<file path="src/dhb_params.svh">
// How it works
// - input pair 00 coast 01 rev 10 fwd 11 brake
// - first bridge undriven input holds previous outputs outside parallel mode
// - parallel mode latched from undriven inputs at wake
// - mode changes only at next reset or wake
// - chop trip gives fixed 20 us off-time
// - 1.8 us blanking ignores comparator, minimum on-time
// - trip when sense exceeds reference over 6.6
// - off-time: first quarter fast, rest slow decay
// - fast decay reverses drive, stops near zero current
// - slow decay turns on both low sides
// - overcurrent over 2.8 us disables bridge, fault low
// - retry after 1.6 ms, then release fault
// - overcurrent handling separate per bridge
// - overcurrent from high and low side flags
// - overtemperature disables bridges until it clears
// - undervoltage resets sequencing, mode and bridges and holds fault low
// - sleep after delay: outputs off, regulator off
// - wake delay before outputs follow inputs
`ifndef DHB_PARAMS_SVH
`define DHB_PARAMS_SVH
`define DHB_CLK_NS 100
`define DHB_OFF_NS 20000
`define DHB_BLANK_NS 1800
`define DHB_DEG_NS 2800
`define DHB_RETRY_NS 1600000
`define DHB_SLEEP_NS 1000
`define DHB_WAKE_NS 1000
// least times round up, all counts at least one cycle
`define DHB_OFF_CYC ((`DHB_OFF_NS + `DHB_CLK_NS - 1) / `DHB_CLK_NS)
`define DHB_FAST_CYC ((`DHB_OFF_CYC + 3) / 4)
`define DHB_BLANK_CYC ((`DHB_BLANK_NS + `DHB_CLK_NS - 1) / `DHB_CLK_NS)
`define DHB_DEG_CYC ((`DHB_DEG_NS + `DHB_CLK_NS - 1) / `DHB_CLK_NS)
`define DHB_RETRY_CYC ((`DHB_RETRY_NS + `DHB_CLK_NS - 1) / `DHB_CLK_NS)
`define DHB_SLEEP_CYC ((`DHB_SLEEP_NS + `DHB_CLK_NS - 1) / `DHB_CLK_NS)
`define DHB_WAKE_CYC ((`DHB_WAKE_NS + `DHB_CLK_NS - 1) / `DHB_CLK_NS)
`define DHB_CNT_W 16
`define DHB_REG_CTRL 32'h0000_0000
`define DHB_REG_STAT 32'h0000_0004
`define DHB_CTRL_CHOP_EN 0
`define DHB_CTRL_RESET 32'h0000_0001
`endif

</file>
<file path="src/dhb_pkg.sv">
package dhb_pkg;
   typedef enum logic [1:0] {
      DHB_DRV_OFF = 2'b00,
      DHB_DRV_LOW = 2'b01,
      DHB_DRV_HIGH = 2'b10
   } dhb_drv_t;
   typedef enum logic [2:0] {
      DHB_CH_DRIVE = 3'b000,
      DHB_CH_FAST = 3'b001,
      DHB_CH_SLOW = 3'b010,
      DHB_CH_OCP = 3'b011
   } dhb_chop_t;
   typedef enum logic [1:0] {
      DHB_PW_SLEEP = 2'b00,
      DHB_PW_WAKE = 2'b01,
      DHB_PW_RUN = 2'b10,
      DHB_PW_ENTER = 2'b11
   } dhb_pwr_t;
endpackage

</file>
<file path="src/dhb_core.sv">
`timescale 1ns/1ps
`default_nettype none
`include "dhb_params.svh"
module dhb_core (
   input wire logic aclk,
   input wire logic aresetn,
   input wire logic [31:0] s_axi_awaddr,
   input wire logic s_axi_awvalid,
   output logic s_axi_awready,
   input wire logic [31:0] s_axi_wdata,
   input wire logic [3:0] s_axi_wstrb,
   input wire logic s_axi_wvalid,
   output logic s_axi_wready,
   output logic [1:0] s_axi_bresp,
   output logic s_axi_bvalid,
   input wire logic s_axi_bready,
   input wire logic [31:0] s_axi_araddr,
   input wire logic s_axi_arvalid,
   output logic s_axi_arready,
   output logic [31:0] s_axi_rdata,
   output logic [1:0] s_axi_rresp,
   output logic s_axi_rvalid,
   input wire logic s_axi_rready,
   input wire logic bridge_a_ctrl_first,
   input wire logic bridge_a_ctrl_first_undriven,
   input wire logic bridge_a_ctrl_second,
   input wire logic bridge_a_ctrl_second_undriven,
   input wire logic bridge_b_ctrl_first,
   input wire logic bridge_b_ctrl_second,
   input wire logic sleep_request_low,
   input wire logic supply_undervoltage_lockout,
   input wire logic thermal_shutdown,
   input wire logic [1:0] sense_trip,
   input wire logic [1:0] current_near_zero,
   input wire logic [1:0] oc_high_side,
   input wire logic [1:0] oc_low_side,
   output logic [1:0] bridge_a_drive_first,
   output logic [1:0] bridge_a_drive_second,
   output logic [1:0] bridge_b_drive_first,
   output logic [1:0] bridge_b_drive_second,
   output logic internal_regulator_output,
   output logic fault_indicator_low,
   output logic parallel_mode
);
   // undervoltage resets sequencing, mode and bridges; the axi slave, chop_en and the fault output reset on aresetn only
   wire logic rst_n = aresetn & ~supply_undervoltage_lockout;
   dhb_pkg::dhb_pwr_t pw;
   logic [`DHB_CNT_W-1:0] pw_cnt;
   logic sleep_d;
   logic run;
   logic chop_en;
   logic [1:0] oc_fault;
   logic [1:0] a_first;
   logic [1:0] a_second;
   logic [1:0] b_first;
   logic [1:0] b_second;
   logic aw_got;
   logic w_got;
   logic [31:0] aw_addr;
   logic [31:0] wd;

   ////////////////////////////////////////////////////////////////
   // power sequencing: wake delay, sleep delay
   always_ff @(posedge aclk) begin
      if (!rst_n) begin
         pw <= dhb_pkg::DHB_PW_WAKE;
         pw_cnt <= '0;
      end else begin
         case (pw)
            dhb_pkg::DHB_PW_SLEEP: begin
               pw_cnt <= '0;
               if (sleep_request_low) pw <= dhb_pkg::DHB_PW_WAKE;
            end
            dhb_pkg::DHB_PW_WAKE: begin
               if (!sleep_request_low) begin
                  pw <= dhb_pkg::DHB_PW_SLEEP;
                  pw_cnt <= '0;
               end else if (pw_cnt == `DHB_CNT_W'(`DHB_WAKE_CYC - 1)) begin
                  pw <= dhb_pkg::DHB_PW_RUN;
                  pw_cnt <= '0;
               end else begin
                  pw_cnt <= pw_cnt + 1'b1;
               end
            end
            dhb_pkg::DHB_PW_RUN: begin
               pw_cnt <= '0;
               if (!sleep_request_low) pw <= dhb_pkg::DHB_PW_ENTER;
            end
            dhb_pkg::DHB_PW_ENTER: begin
               if (pw_cnt == `DHB_CNT_W'(`DHB_SLEEP_CYC - 1)) begin
                  pw <= dhb_pkg::DHB_PW_SLEEP;
                  pw_cnt <= '0;
               end else begin
                  pw_cnt <= pw_cnt + 1'b1;
               end
            end
            default: pw <= dhb_pkg::DHB_PW_SLEEP;
         endcase
      end
   end
   // outputs keep running during the sleep entry delay
   assign run = (pw == dhb_pkg::DHB_PW_RUN) || (pw == dhb_pkg::DHB_PW_ENTER);

   always_ff @(posedge aclk) begin
      if (!rst_n) begin
         internal_regulator_output <= 1'b0;
      end else begin
         internal_regulator_output <= (pw != dhb_pkg::DHB_PW_SLEEP);
      end
   end

   ////////////////////////////////////////////////////////////////
   // mode sampled once per wake, then frozen
   always_ff @(posedge aclk) begin
      if (!rst_n) begin
         parallel_mode <= 1'b0;
      end else if (pw == dhb_pkg::DHB_PW_WAKE && pw_cnt == '0) begin
         parallel_mode <= bridge_a_ctrl_first_undriven
            & bridge_a_ctrl_second_undriven;
      end
   end

   ////////////////////////////////////////////////////////////////
   genvar g;
   generate
      for (g = 0; g < 2; g++) begin : gen_bridge
         logic f;
         logic s;
         logic h;
         logic [1:0] df;
         logic [1:0] ds;
         // in parallel mode bridge b inputs steer both drivers
         assign f = (g == 0 && !parallel_mode) ? bridge_a_ctrl_first
            : bridge_b_ctrl_first;
         assign s = (g == 0 && !parallel_mode) ? bridge_a_ctrl_second
            : bridge_b_ctrl_second;
         assign h = (g == 0) && !parallel_mode
            && (bridge_a_ctrl_first_undriven || bridge_a_ctrl_second_undriven);
         dhb_bridge u_bridge (
            .aclk(aclk),
            .aresetn(rst_n),
            .run(run),
            .chop_en(chop_en),
            .thermal_shutdown(thermal_shutdown),
            .in_first(f),
            .in_second(s),
            .hold(h),
            .sense_trip(sense_trip[g]),
            .current_near_zero(current_near_zero[g]),
            .oc_high(oc_high_side[g]),
            .oc_low(oc_low_side[g]),
            .drive_first(df),
            .drive_second(ds),
            .oc_fault(oc_fault[g])
         );
         if (g == 0) begin : gen_a
            assign a_first = df;
            assign a_second = ds;
         end else begin : gen_b
            assign b_first = df;
            assign b_second = ds;
         end
      end
   endgenerate

   assign bridge_a_drive_first = a_first;
   assign bridge_a_drive_second = a_second;
   assign bridge_b_drive_first = b_first;
   assign bridge_b_drive_second = b_second;

   always_ff @(posedge aclk) begin
      if (!aresetn) begin
         fault_indicator_low <= 1'b0;
      end else begin
         fault_indicator_low <= ~(supply_undervoltage_lockout | thermal_shutdown
            | (|oc_fault));
      end
   end

   ////////////////////////////////////////////////////////////////
   // axi4-lite slave; the response waits for both address and data
   assign s_axi_awready = !aw_got && !s_axi_bvalid;
   assign s_axi_wready = !w_got && !s_axi_bvalid;
   assign s_axi_arready = !s_axi_rvalid;

   always_ff @(posedge aclk) begin
      if (!aresetn) begin
         aw_got <= 1'b0;
         w_got <= 1'b0;
         aw_addr <= '0;
         wd <= '0;
         s_axi_bvalid <= 1'b0;
         s_axi_bresp <= 2'b00;
      end else begin
         if (s_axi_awvalid && s_axi_awready) begin
            aw_got <= 1'b1;
            aw_addr <= s_axi_awaddr;
         end
         if (s_axi_wvalid && s_axi_wready) begin
            w_got <= 1'b1;
            wd <= s_axi_wdata;
         end
         if (aw_got && w_got) begin
            aw_got <= 1'b0;
            w_got <= 1'b0;
            s_axi_bvalid <= 1'b1;
            s_axi_bresp <= (aw_addr[7:2] == `DHB_REG_CTRL >> 2
               || aw_addr[7:2] == `DHB_REG_STAT >> 2) && aw_addr[31:8] == '0
               ? 2'b00 : 2'b10;
         end else if (s_axi_bvalid && s_axi_bready) begin
            s_axi_bvalid <= 1'b0;
         end
      end
   end

   always_ff @(posedge aclk) begin
      if (!aresetn) begin
         chop_en <= 1'(`DHB_CTRL_RESET);
      end else if (aw_got && w_got && aw_addr == `DHB_REG_CTRL && s_axi_wstrb[0]) begin
         chop_en <= wd[`DHB_CTRL_CHOP_EN];
      end
   end

   always_ff @(posedge aclk) begin
      if (!aresetn) begin
         s_axi_rvalid <= 1'b0;
         s_axi_rdata <= '0;
         s_axi_rresp <= 2'b00;
      end else if (s_axi_arvalid && s_axi_arready) begin
         s_axi_rvalid <= 1'b1;
         s_axi_rresp <= 2'b00;
         case (s_axi_araddr)
            `DHB_REG_CTRL: s_axi_rdata <= {31'h0000_0000, chop_en};
            `DHB_REG_STAT: s_axi_rdata <= {24'h00_0000, pw, oc_fault, thermal_shutdown,
               supply_undervoltage_lockout, parallel_mode, ~fault_indicator_low};
            default: begin
               s_axi_rdata <= '0;
               s_axi_rresp <= 2'b10;
            end
         endcase
      end else if (s_axi_rvalid && s_axi_rready) begin
         s_axi_rvalid <= 1'b0;
      end
   end
endmodule // dhb_core
`default_nettype wire

</file>
<file path="src/dhb_bridge.sv">
`timescale 1ns/1ps
`default_nettype none
`include "dhb_params.svh"
// one h-bridge: truth table, chopping, decay, overcurrent
module dhb_bridge (
   input wire logic aclk,
   input wire logic aresetn,
   input wire logic run,
   input wire logic chop_en,
   input wire logic thermal_shutdown,
   input wire logic in_first,
   input wire logic in_second,
   input wire logic hold,
   input wire logic sense_trip,
   input wire logic current_near_zero,
   input wire logic oc_high,
   input wire logic oc_low,
   output logic [1:0] drive_first,
   output logic [1:0] drive_second,
   output logic oc_fault
);
   dhb_pkg::dhb_chop_t st;
   logic [`DHB_CNT_W-1:0] cnt;
   logic [`DHB_CNT_W-1:0] oc_cnt;
   logic [1:0] pair;
   logic [1:0] held;
   logic fast_stop;
   logic [1:0] next_first;
   logic [1:0] next_second;
   wire logic oc_any = oc_high | oc_low;
   // held pair decides, so released lines cannot disturb chopping
   wire logic driving = pair[1] ^ pair[0];

   always_ff @(posedge aclk) begin
      if (!aresetn || !run) begin
         held <= 2'b00;
      end else if (!hold) begin
         held <= {in_first, in_second};
      end
   end
   assign pair = hold ? held : {in_first, in_second};

   ////////////////////////////////////////////////////////////////
   always_ff @(posedge aclk) begin
      if (!aresetn || !run) begin
         st <= dhb_pkg::DHB_CH_DRIVE;
         cnt <= '0;
         fast_stop <= 1'b0;
      end else begin
         case (st)
            dhb_pkg::DHB_CH_DRIVE: begin
               if (!driving) begin
                  cnt <= '0;
               end else if (cnt < `DHB_CNT_W'(`DHB_BLANK_CYC)) begin
                  cnt <= cnt + 1'b1;
               end else if (chop_en && sense_trip) begin
                  st <= dhb_pkg::DHB_CH_FAST;
                  cnt <= '0;
                  fast_stop <= 1'b0;
               end
            end
            dhb_pkg::DHB_CH_FAST: begin
               if (current_near_zero) fast_stop <= 1'b1;
               cnt <= cnt + 1'b1;
               if (cnt == `DHB_CNT_W'(`DHB_FAST_CYC - 1)) st <= dhb_pkg::DHB_CH_SLOW;
            end
            dhb_pkg::DHB_CH_SLOW: begin
               if (cnt == `DHB_CNT_W'(`DHB_OFF_CYC - 1)) begin
                  st <= dhb_pkg::DHB_CH_DRIVE;
                  cnt <= '0;
               end else begin
                  cnt <= cnt + 1'b1;
               end
            end
            default: st <= dhb_pkg::DHB_CH_DRIVE;
         endcase
      end
   end

   ////////////////////////////////////////////////////////////////
   // retry counter runs to full period before release
   always_ff @(posedge aclk) begin
      if (!aresetn || !run) begin
         oc_cnt <= '0;
         oc_fault <= 1'b0;
      end else if (oc_fault) begin
         if (oc_cnt == `DHB_CNT_W'(`DHB_RETRY_CYC - 1)) begin
            oc_fault <= 1'b0;
            oc_cnt <= '0;
         end else begin
            oc_cnt <= oc_cnt + 1'b1;
         end
      end else if (oc_any) begin
         if (oc_cnt == `DHB_CNT_W'(`DHB_DEG_CYC - 1)) begin
            oc_fault <= 1'b1;
            oc_cnt <= '0;
         end else begin
            oc_cnt <= oc_cnt + 1'b1;
         end
      end else begin
         oc_cnt <= '0;
      end
   end

   ////////////////////////////////////////////////////////////////
   always_comb begin
      next_first = dhb_pkg::DHB_DRV_OFF;
      next_second = dhb_pkg::DHB_DRV_OFF;
      case (pair)
         2'b01: begin
            next_first = dhb_pkg::DHB_DRV_LOW;
            next_second = dhb_pkg::DHB_DRV_HIGH;
         end
         2'b10: begin
            next_first = dhb_pkg::DHB_DRV_HIGH;
            next_second = dhb_pkg::DHB_DRV_LOW;
         end
         2'b11: begin
            next_first = dhb_pkg::DHB_DRV_LOW;
            next_second = dhb_pkg::DHB_DRV_LOW;
         end
         default: ;
      endcase
      // reversed drive taken from the pair, not from next_first in place
      if (st == dhb_pkg::DHB_CH_FAST && driving) begin
         next_first = pair[0] ? dhb_pkg::DHB_DRV_HIGH : dhb_pkg::DHB_DRV_LOW;
         next_second = pair[0] ? dhb_pkg::DHB_DRV_LOW : dhb_pkg::DHB_DRV_HIGH;
         if (fast_stop) begin
            next_first = dhb_pkg::DHB_DRV_OFF;
            next_second = dhb_pkg::DHB_DRV_OFF;
         end
      end
      if (st == dhb_pkg::DHB_CH_SLOW && driving) begin
         next_first = dhb_pkg::DHB_DRV_LOW;
         next_second = dhb_pkg::DHB_DRV_LOW;
      end
   end

   always_ff @(posedge aclk) begin
      if (!aresetn || !run || oc_fault || thermal_shutdown) begin
         drive_first <= dhb_pkg::DHB_DRV_OFF;
         drive_second <= dhb_pkg::DHB_DRV_OFF;
      end else begin
         drive_first <= next_first;
         drive_second <= next_second;
      end
   end
endmodule // dhb_bridge
`default_nettype wire

</file>
<file path="config.mk">
export PLATFORM = sky130hd
export DESIGN_NAME = dhb_core
export DESIGN_NICKNAME = d
export VERILOG_FILES = /design/src/dhb_pkg.sv /design/src/dhb_core.sv /design/src/dhb_bridge.sv
export VERILOG_INCLUDE_DIRS = /design/src /design/src/src
export SDC_FILE = /design/constraint.sdc
export NUM_CORES = 1
export LEC_CHECK = 0
export ABC_CLOCK_PERIOD_IN_PS = 6050
export BUFFER_PORTS_ARGS = -buffer_cell sky130_fd_sc_hd__buf_2
export CORE_ASPECT_RATIO = 1.4
export CORE_MARGIN = 5
export CORE_UTILIZATION = 35
export DETAILED_ROUTE_END_ITERATION = 10
export MAX_ROUTING_LAYER = met4
export RECOVER_POWER = 50
export SYNTH_ARGS = -nofsm -noshare
export SYNTH_HDL_FRONTEND = slang
export SYNTH_SLANG_ARGS = --single-unit
</file>
<file path="constraint.sdc">
create_clock -name aclk -period 6.05 [get_ports aclk]
set_input_delay 1.21 -clock aclk [delete_from_list [all_inputs] [get_ports aclk]]
set_output_delay 1.21 -clock aclk [all_outputs]
set_load 0.02 [all_outputs]
</file>
# == Word level (Yosys, flattened, before mapping) ==
# Cells that the tools add are included.
# classes
n_eq_ne,42
bitwise,12
muxes,87
order_cmp,2
add_sub_neg,5
reduce_logical,66
# ops
op,n
$mux 16,18
$pmux 16 s3,3
$add 16x1->16 const B,5
$logic_not 32->1,2
$mux 2,20
$eq 16x14->1 const B,2
$eq 16x5->1 const B,2
$eq 16x6->1 const B,2
$eq 16x8->1 const B,2
$eq 32x3->1 const B,1
$lt 16x5->1 const B,2
$mux 3,10
$mux 1,26
$logic_not 24->1,1
$reduce_and 5->1,4
$reduce_or 2->1,10
$logic_and 1x1->1,19
$pmux 3 s3,2
$eq 16x4->1 const B,1
$logic_not 16->1,1
$ne 2x1->1 const B,8
$pmux 2 s2,4
$pmux 8 s2,1
$ne 2x2->1 const B,7
22 further kinds,61
# word_totals
regBits,179
in_bits,124
wordCells,248
output_inout_bits,52

# == Logic depth before layout (Yosys ltp) ==
# logic_depth
word_depth,8
ltp_mapped,11
ltp_nobuf,10

# == Hierarchy ==
# Synthesis repeated with hierarchy kept, for this count alone.
# unflattened
hier_cells,857
area_unflattened_um2,7407.1
# modules_own_cells
module,area_per_inst_um2,seq_area_each_um2,cells_each,n_inst
dhb_core,3161.8,1381.3,370,1
dhb_bridge (gen_bridge[0].u_bridge),2182.1,840.8,244,1
dhb_bridge (gen_bridge[1].u_bridge),2063.2,840.8,243,1

# == Worst setup path after synthesis ==
# Ideal clock, no wire load.
# synth_timing
kind,input to register
start,input bridge_a_ctrl_second_undriven
end,register gen_bridge[0].u_bridge.cnt[5]
path_buffers,0
setup_time_ps,128
t_required_ps,5922
t_arrival_ps,3096
path_stages,9
slack_ps,2826
path_cell_list,o21a_1 > o31a_1 > ha_1 > inv_1 > and3_1 > a211oi_1 > and4_1 > xnor2_1 > nor2_1
# synth_between
elab_chain_len,6
word_cells_on_any_way,8
cone_classes,1 x eq/ne; 3 x mux; 1 x bitwise; 3 x reduce/logical
# synth_lines
item,line,source
from (decl),dhb_core.sv:27,"input wire logic bridge_a_ctrl_second_undriven,"
$logic_or 1x1->1 *,dhb_core.sv:138,&& (bridge_a_ctrl_first_undriven || bridge_a_ctrl_second_undriven);
$logic_and 1x1->1 *,dhb_core.sv:138,
$mux 2 *,dhb_bridge.sv:41,"assign pair = hold ? held : {in_first, in_second};"
named net gen_bridge[0].u_bridge.pair[0],dhb_bridge.sv:25,logic [1:0] pair;
$xor 1x1->1 *,dhb_bridge.sv:32,wire logic driving = pair[1] ^ pair[0];
$mux 16 / $ne 4x4->1 (equally long branches),n/a,
$pmux 16 s3 / $reduce_and 2->1 (equally long branches),n/a,
to (signal assigned),dhb_bridge.sv:55,cnt <= cnt + 1'b1;
to (signal assigned),dhb_bridge.sv:64,cnt <= cnt + 1'b1;
to (signal assigned),dhb_bridge.sv:72,cnt <= cnt + 1'b1;
to (decl),dhb_bridge.sv:23,logic [`DHB_CNT_W-1:0] cnt;
# Mark *: on every way through the listed nets, which the timed path passes. The rest lies on a longest branch.
# A chain may end at the register's enable or synchronous reset.

# == Worst setup path after layout ==
# layout_timing
start,input aresetn
end,register gen_bridge[1].u_bridge.oc_cnt[2]
# layout_between
elab_chain_len,3
# layout_lines
item,line,source
from (decl),dhb_core.sv:6,"input wire logic aresetn,"
$and 1x1->1,dhb_core.sv:46,wire logic rst_n = aresetn & ~supply_undervoltage_lockout;
$logic_not 1->1,n/a,
$logic_or 1x1->1,dhb_bridge.sv:83,if (!aresetn || !run) begin
to (signal assigned),dhb_bridge.sv:91,oc_cnt <= oc_cnt + 1'b1;
to (signal assigned),dhb_bridge.sv:98,oc_cnt <= oc_cnt + 1'b1;
to (decl),dhb_bridge.sv:24,logic [`DHB_CNT_W-1:0] oc_cnt;
# Every way passes these cells.

==> impl_metrics.json <==
{
  "ctsHoldBuffers": 0,
  "cp-end-kind": "flop",
  "post_cts_buffers": 0,
  "fillers": 2096,
  "floorplan.initialDensity": 0.356,
  "mostFrequentLayoutCell": "dfxtp_1",
  "drc": 0,
  "crit_arrival_ps": 4700,
  "drt-pass1-iter-count": 4,
  "die-width_microns": 132,
  "portBuffers": 115,
  "area_growth_pct": 17.2,
  "ant_nets": 0,
  "grt_start_max_net_pins": 51,
  "yosysUniqueCellTypes": 64,
  "hpwl_mm": 12.6,
  "cts_max_path_buffers": 2,
  "finalSetupViolations": 0,
  "cts_sinks": 151,
  "cp.required_ps": 6400,
  "cts-resized-gates": 0,
  "coreArea_sq_um": 20600,
  "drtIter0Drc": 242,
  "dieArea_sq_um": 23900,
  "vias_per_cell": 5.00,
  "synth-seq-area-share": 0.413,
  "clk_latency_ps": 430,
  "grt-ovfl-total": 0,
  "p_per_area_nw_per_um2": 264,
  "relSlewSlack": -0.203,
  "register_area_sq_um": 3020,
  "use_met1": 0.179,
  "io_pins": 176,
  "synth_top_cell_by_area": "dfxtp_1",
  "fmax_mhz": 230,
  "fin_crit_sh": 0.718,
  "cts_tree": "yes",
  "cts_root_buf": "clkbuf_16",
  "die_h_microns": 181,
  "crit_fanout": 50,
  "grt_antenna_before_repair": 0,
  "drive_above_1_share": 0.134,
  "yosysWarnings": 0,
  "hp-class": "reg2reg",
  "rsz0062_at_grt": "false",
  "max_cap_violations": 1,
  "tightestPinTransition_ps": 1800,
  "cts-buffers-inserted": 17,
  "hold_viol": 0,
  "ir_drop_mv": 0.159,
  "clkTransAtPathRegs_ps": 60,
  "drt_wl_total_mm": 17.1,
  "synth_top_cell_area_share": 0.413,
  "slew_viol_final": 51,
  "final_util": 0.417,
  "synth_edf_count": 0,
  "syn_inst": 876,
  "fin_skew_ps": 12.9,
  "worstSetupPathType": "in2reg",
  "wl_per_cell_microns": 13.7,
  "synth_area_leaders": "dfxtp_1 (41%), nand2_1 (6.4%), nor2_1 (4.9%), ha_1 (4.6%), xor2_1 (4.1%)",
  "ys_seq_elements": 151,
  "status": "finished, violations left",
  "grt_pass1_vias": 5850,
  "num_vias": 6257,
  "fp-row-count": 62,
  "async_reset_ff_frac": 0,
  "h-tree-depth": 4,
  "place_congestion": 0.835,
  "tns_ps": 0,
  "multi_input_area_sq_um": 3980,
  "cp-start-kind": "primary input",
  "syn-cell-area_sq_um": 7310,
  "violations": "capacitance limit, slew limit",
  "grt.busiest_layer": "met2",
  "ys.flop_type": "dfxtp_1",
  "use_met2": 0.241,
  "final_cell_mix": "dfxtp_1 (151), nand2_1 (124), nor2_1 (96), buf_2 (91), nand3_1 (36)",
  "p_leak_nw": 3.25,
  "grt_first_pass_wirelength_mm": 28.3,
  "avgSynthCellArea_sq_um": 8.35,
  "grtUsageTotal": 0.145,
  "finalCriticalPeriod_ps": 4340,
  "finalNetCount": 1133,
  "antennaDiodeCount": 0,
  "met3_usage": 0.0273
}
[final timing paths]
kind	from	depth (start not counted)	slack (ps)	end
min	gen_bridge[1].u_bridge.oc_cnt[0]	1	440	gen_bridge[1].u_bridge.oc_cnt[0]
max	aresetn	7	1710	gen_bridge[1].u_bridge.oc_cnt[2]
max reg2reg	gen_bridge[1].u_bridge.cnt[15]	6	3060	gen_bridge[1].u_bridge.cnt[15]
min reg2reg	gen_bridge[1].u_bridge.oc_cnt[0]	1	440	gen_bridge[1].u_bridge.oc_cnt[0]
[power breakdown]
| group | internal, mW | switching (mW) | leakage, nW |
|---|---|---|---|
| clock | 0.628 | 0.468 | 0.302 |
| combinational | 0.0563 | 0.0856 | 1.72 |
| sequential | 1.01 | 0.0121 | 1.22 |
| total | 1.70 | 0.566 | 3.25 |
[metal layers]
metal  wire length (microns)  up-vias  part of all wire
met5                       0        -                 0
met3                     561       18             0.033
li1                        -     3222                 -
met4                     282        0             0.016
met1                    7850     2915              0.46
met2                    8450      102              0.49
[Yosys cell counts, drive strengths merged (2+ instances only)]
cell	n
xor2	34
a21oi	26
mux2i	5
nor4b	2
nor3	20
and4	4
or4	4
clkbuf	26
o21bai	2
a21boi	34
and4b	2
and3	24
or3	7
o31ai	12
o21ai	18
or2	4
o21a	8
nand2b	7
a21o	4
nand2	124
o41ai	2
nor2	96
o22ai	2
nand3	36
a31oi	10
buf	30
dfxtp	151
inv	24
nor4	25
a211oi	2
a22oi	9
nor2b	17
a221oi	2
ha	27
nor3b	9
nand4	21
o31a	2
xnor2	20
o211a	2
and2	8
[sequential cells by signal, indices dropped and copies added, names as in the netlist, 2 cells and up, named ones only]
| register | cells |
|---|---|
| aw_addr | 32 |
| gen_bridge.u_bridge.cnt | 32 |
| gen_bridge.u_bridge.oc_cnt | 32 |
| pw_cnt | 16 |
| s_axi_rdata | 8 |
| gen_bridge.u_bridge.drive_first | 4 |
| gen_bridge.u_bridge.drive_second | 4 |
| gen_bridge.u_bridge.st | 4 |
| gen_bridge.u_bridge.fast_stop | 2 |
| gen_bridge.u_bridge.held | 2 |
| gen_bridge.u_bridge.oc_fault | 2 |
[critical path, stage by stage]
cell and delay (ps):
buf_2 70, clkbuf_1 1280, nor2b_1 470, and2_1 730, o311ai_0 350, a21o_1 400, nor2_1 160
[final cells by class]
type	instances	area share
multi-input cells	670	0.464
flip-flops and latches	151	0.353
repair buffers	118	0.0649
clock buffers	17	0.0496
well taps	256	0.0374
clock inverters	15	0.0210
inverters	24	0.0105
[kinds of logic (layout without fill, tap and decap cells)]
family	after synthesis	after routing	synth area share
and+or+nand+nor	413	413	0.276
DFF	151	151	0.413
muxes	5	5	0.00684
adders and majority gates	27	27	0.0462
xor gates and xnor gates	54	54	0.0647
other	1	26	0.000513
AOI/OAI and AO/OA	145	145	0.137
buffers and inverters	80	174	0.0556
[through the flow]
stage	instance area [sq um]	power, mW	hold WS [ps]	setup WS, ps	std cells
floorplan	7410	1.15	418	2830	901
global placement	8010	1.19	430	2220	1219
detailed placement	8010	1.19	443	2220	1219
CTS	8620	2.29	452	2670	1251
global route	8570	2.35	473	1330	1251
finish	8570	2.26	444	1710	1251
Power figures use the tool's default switching activity.
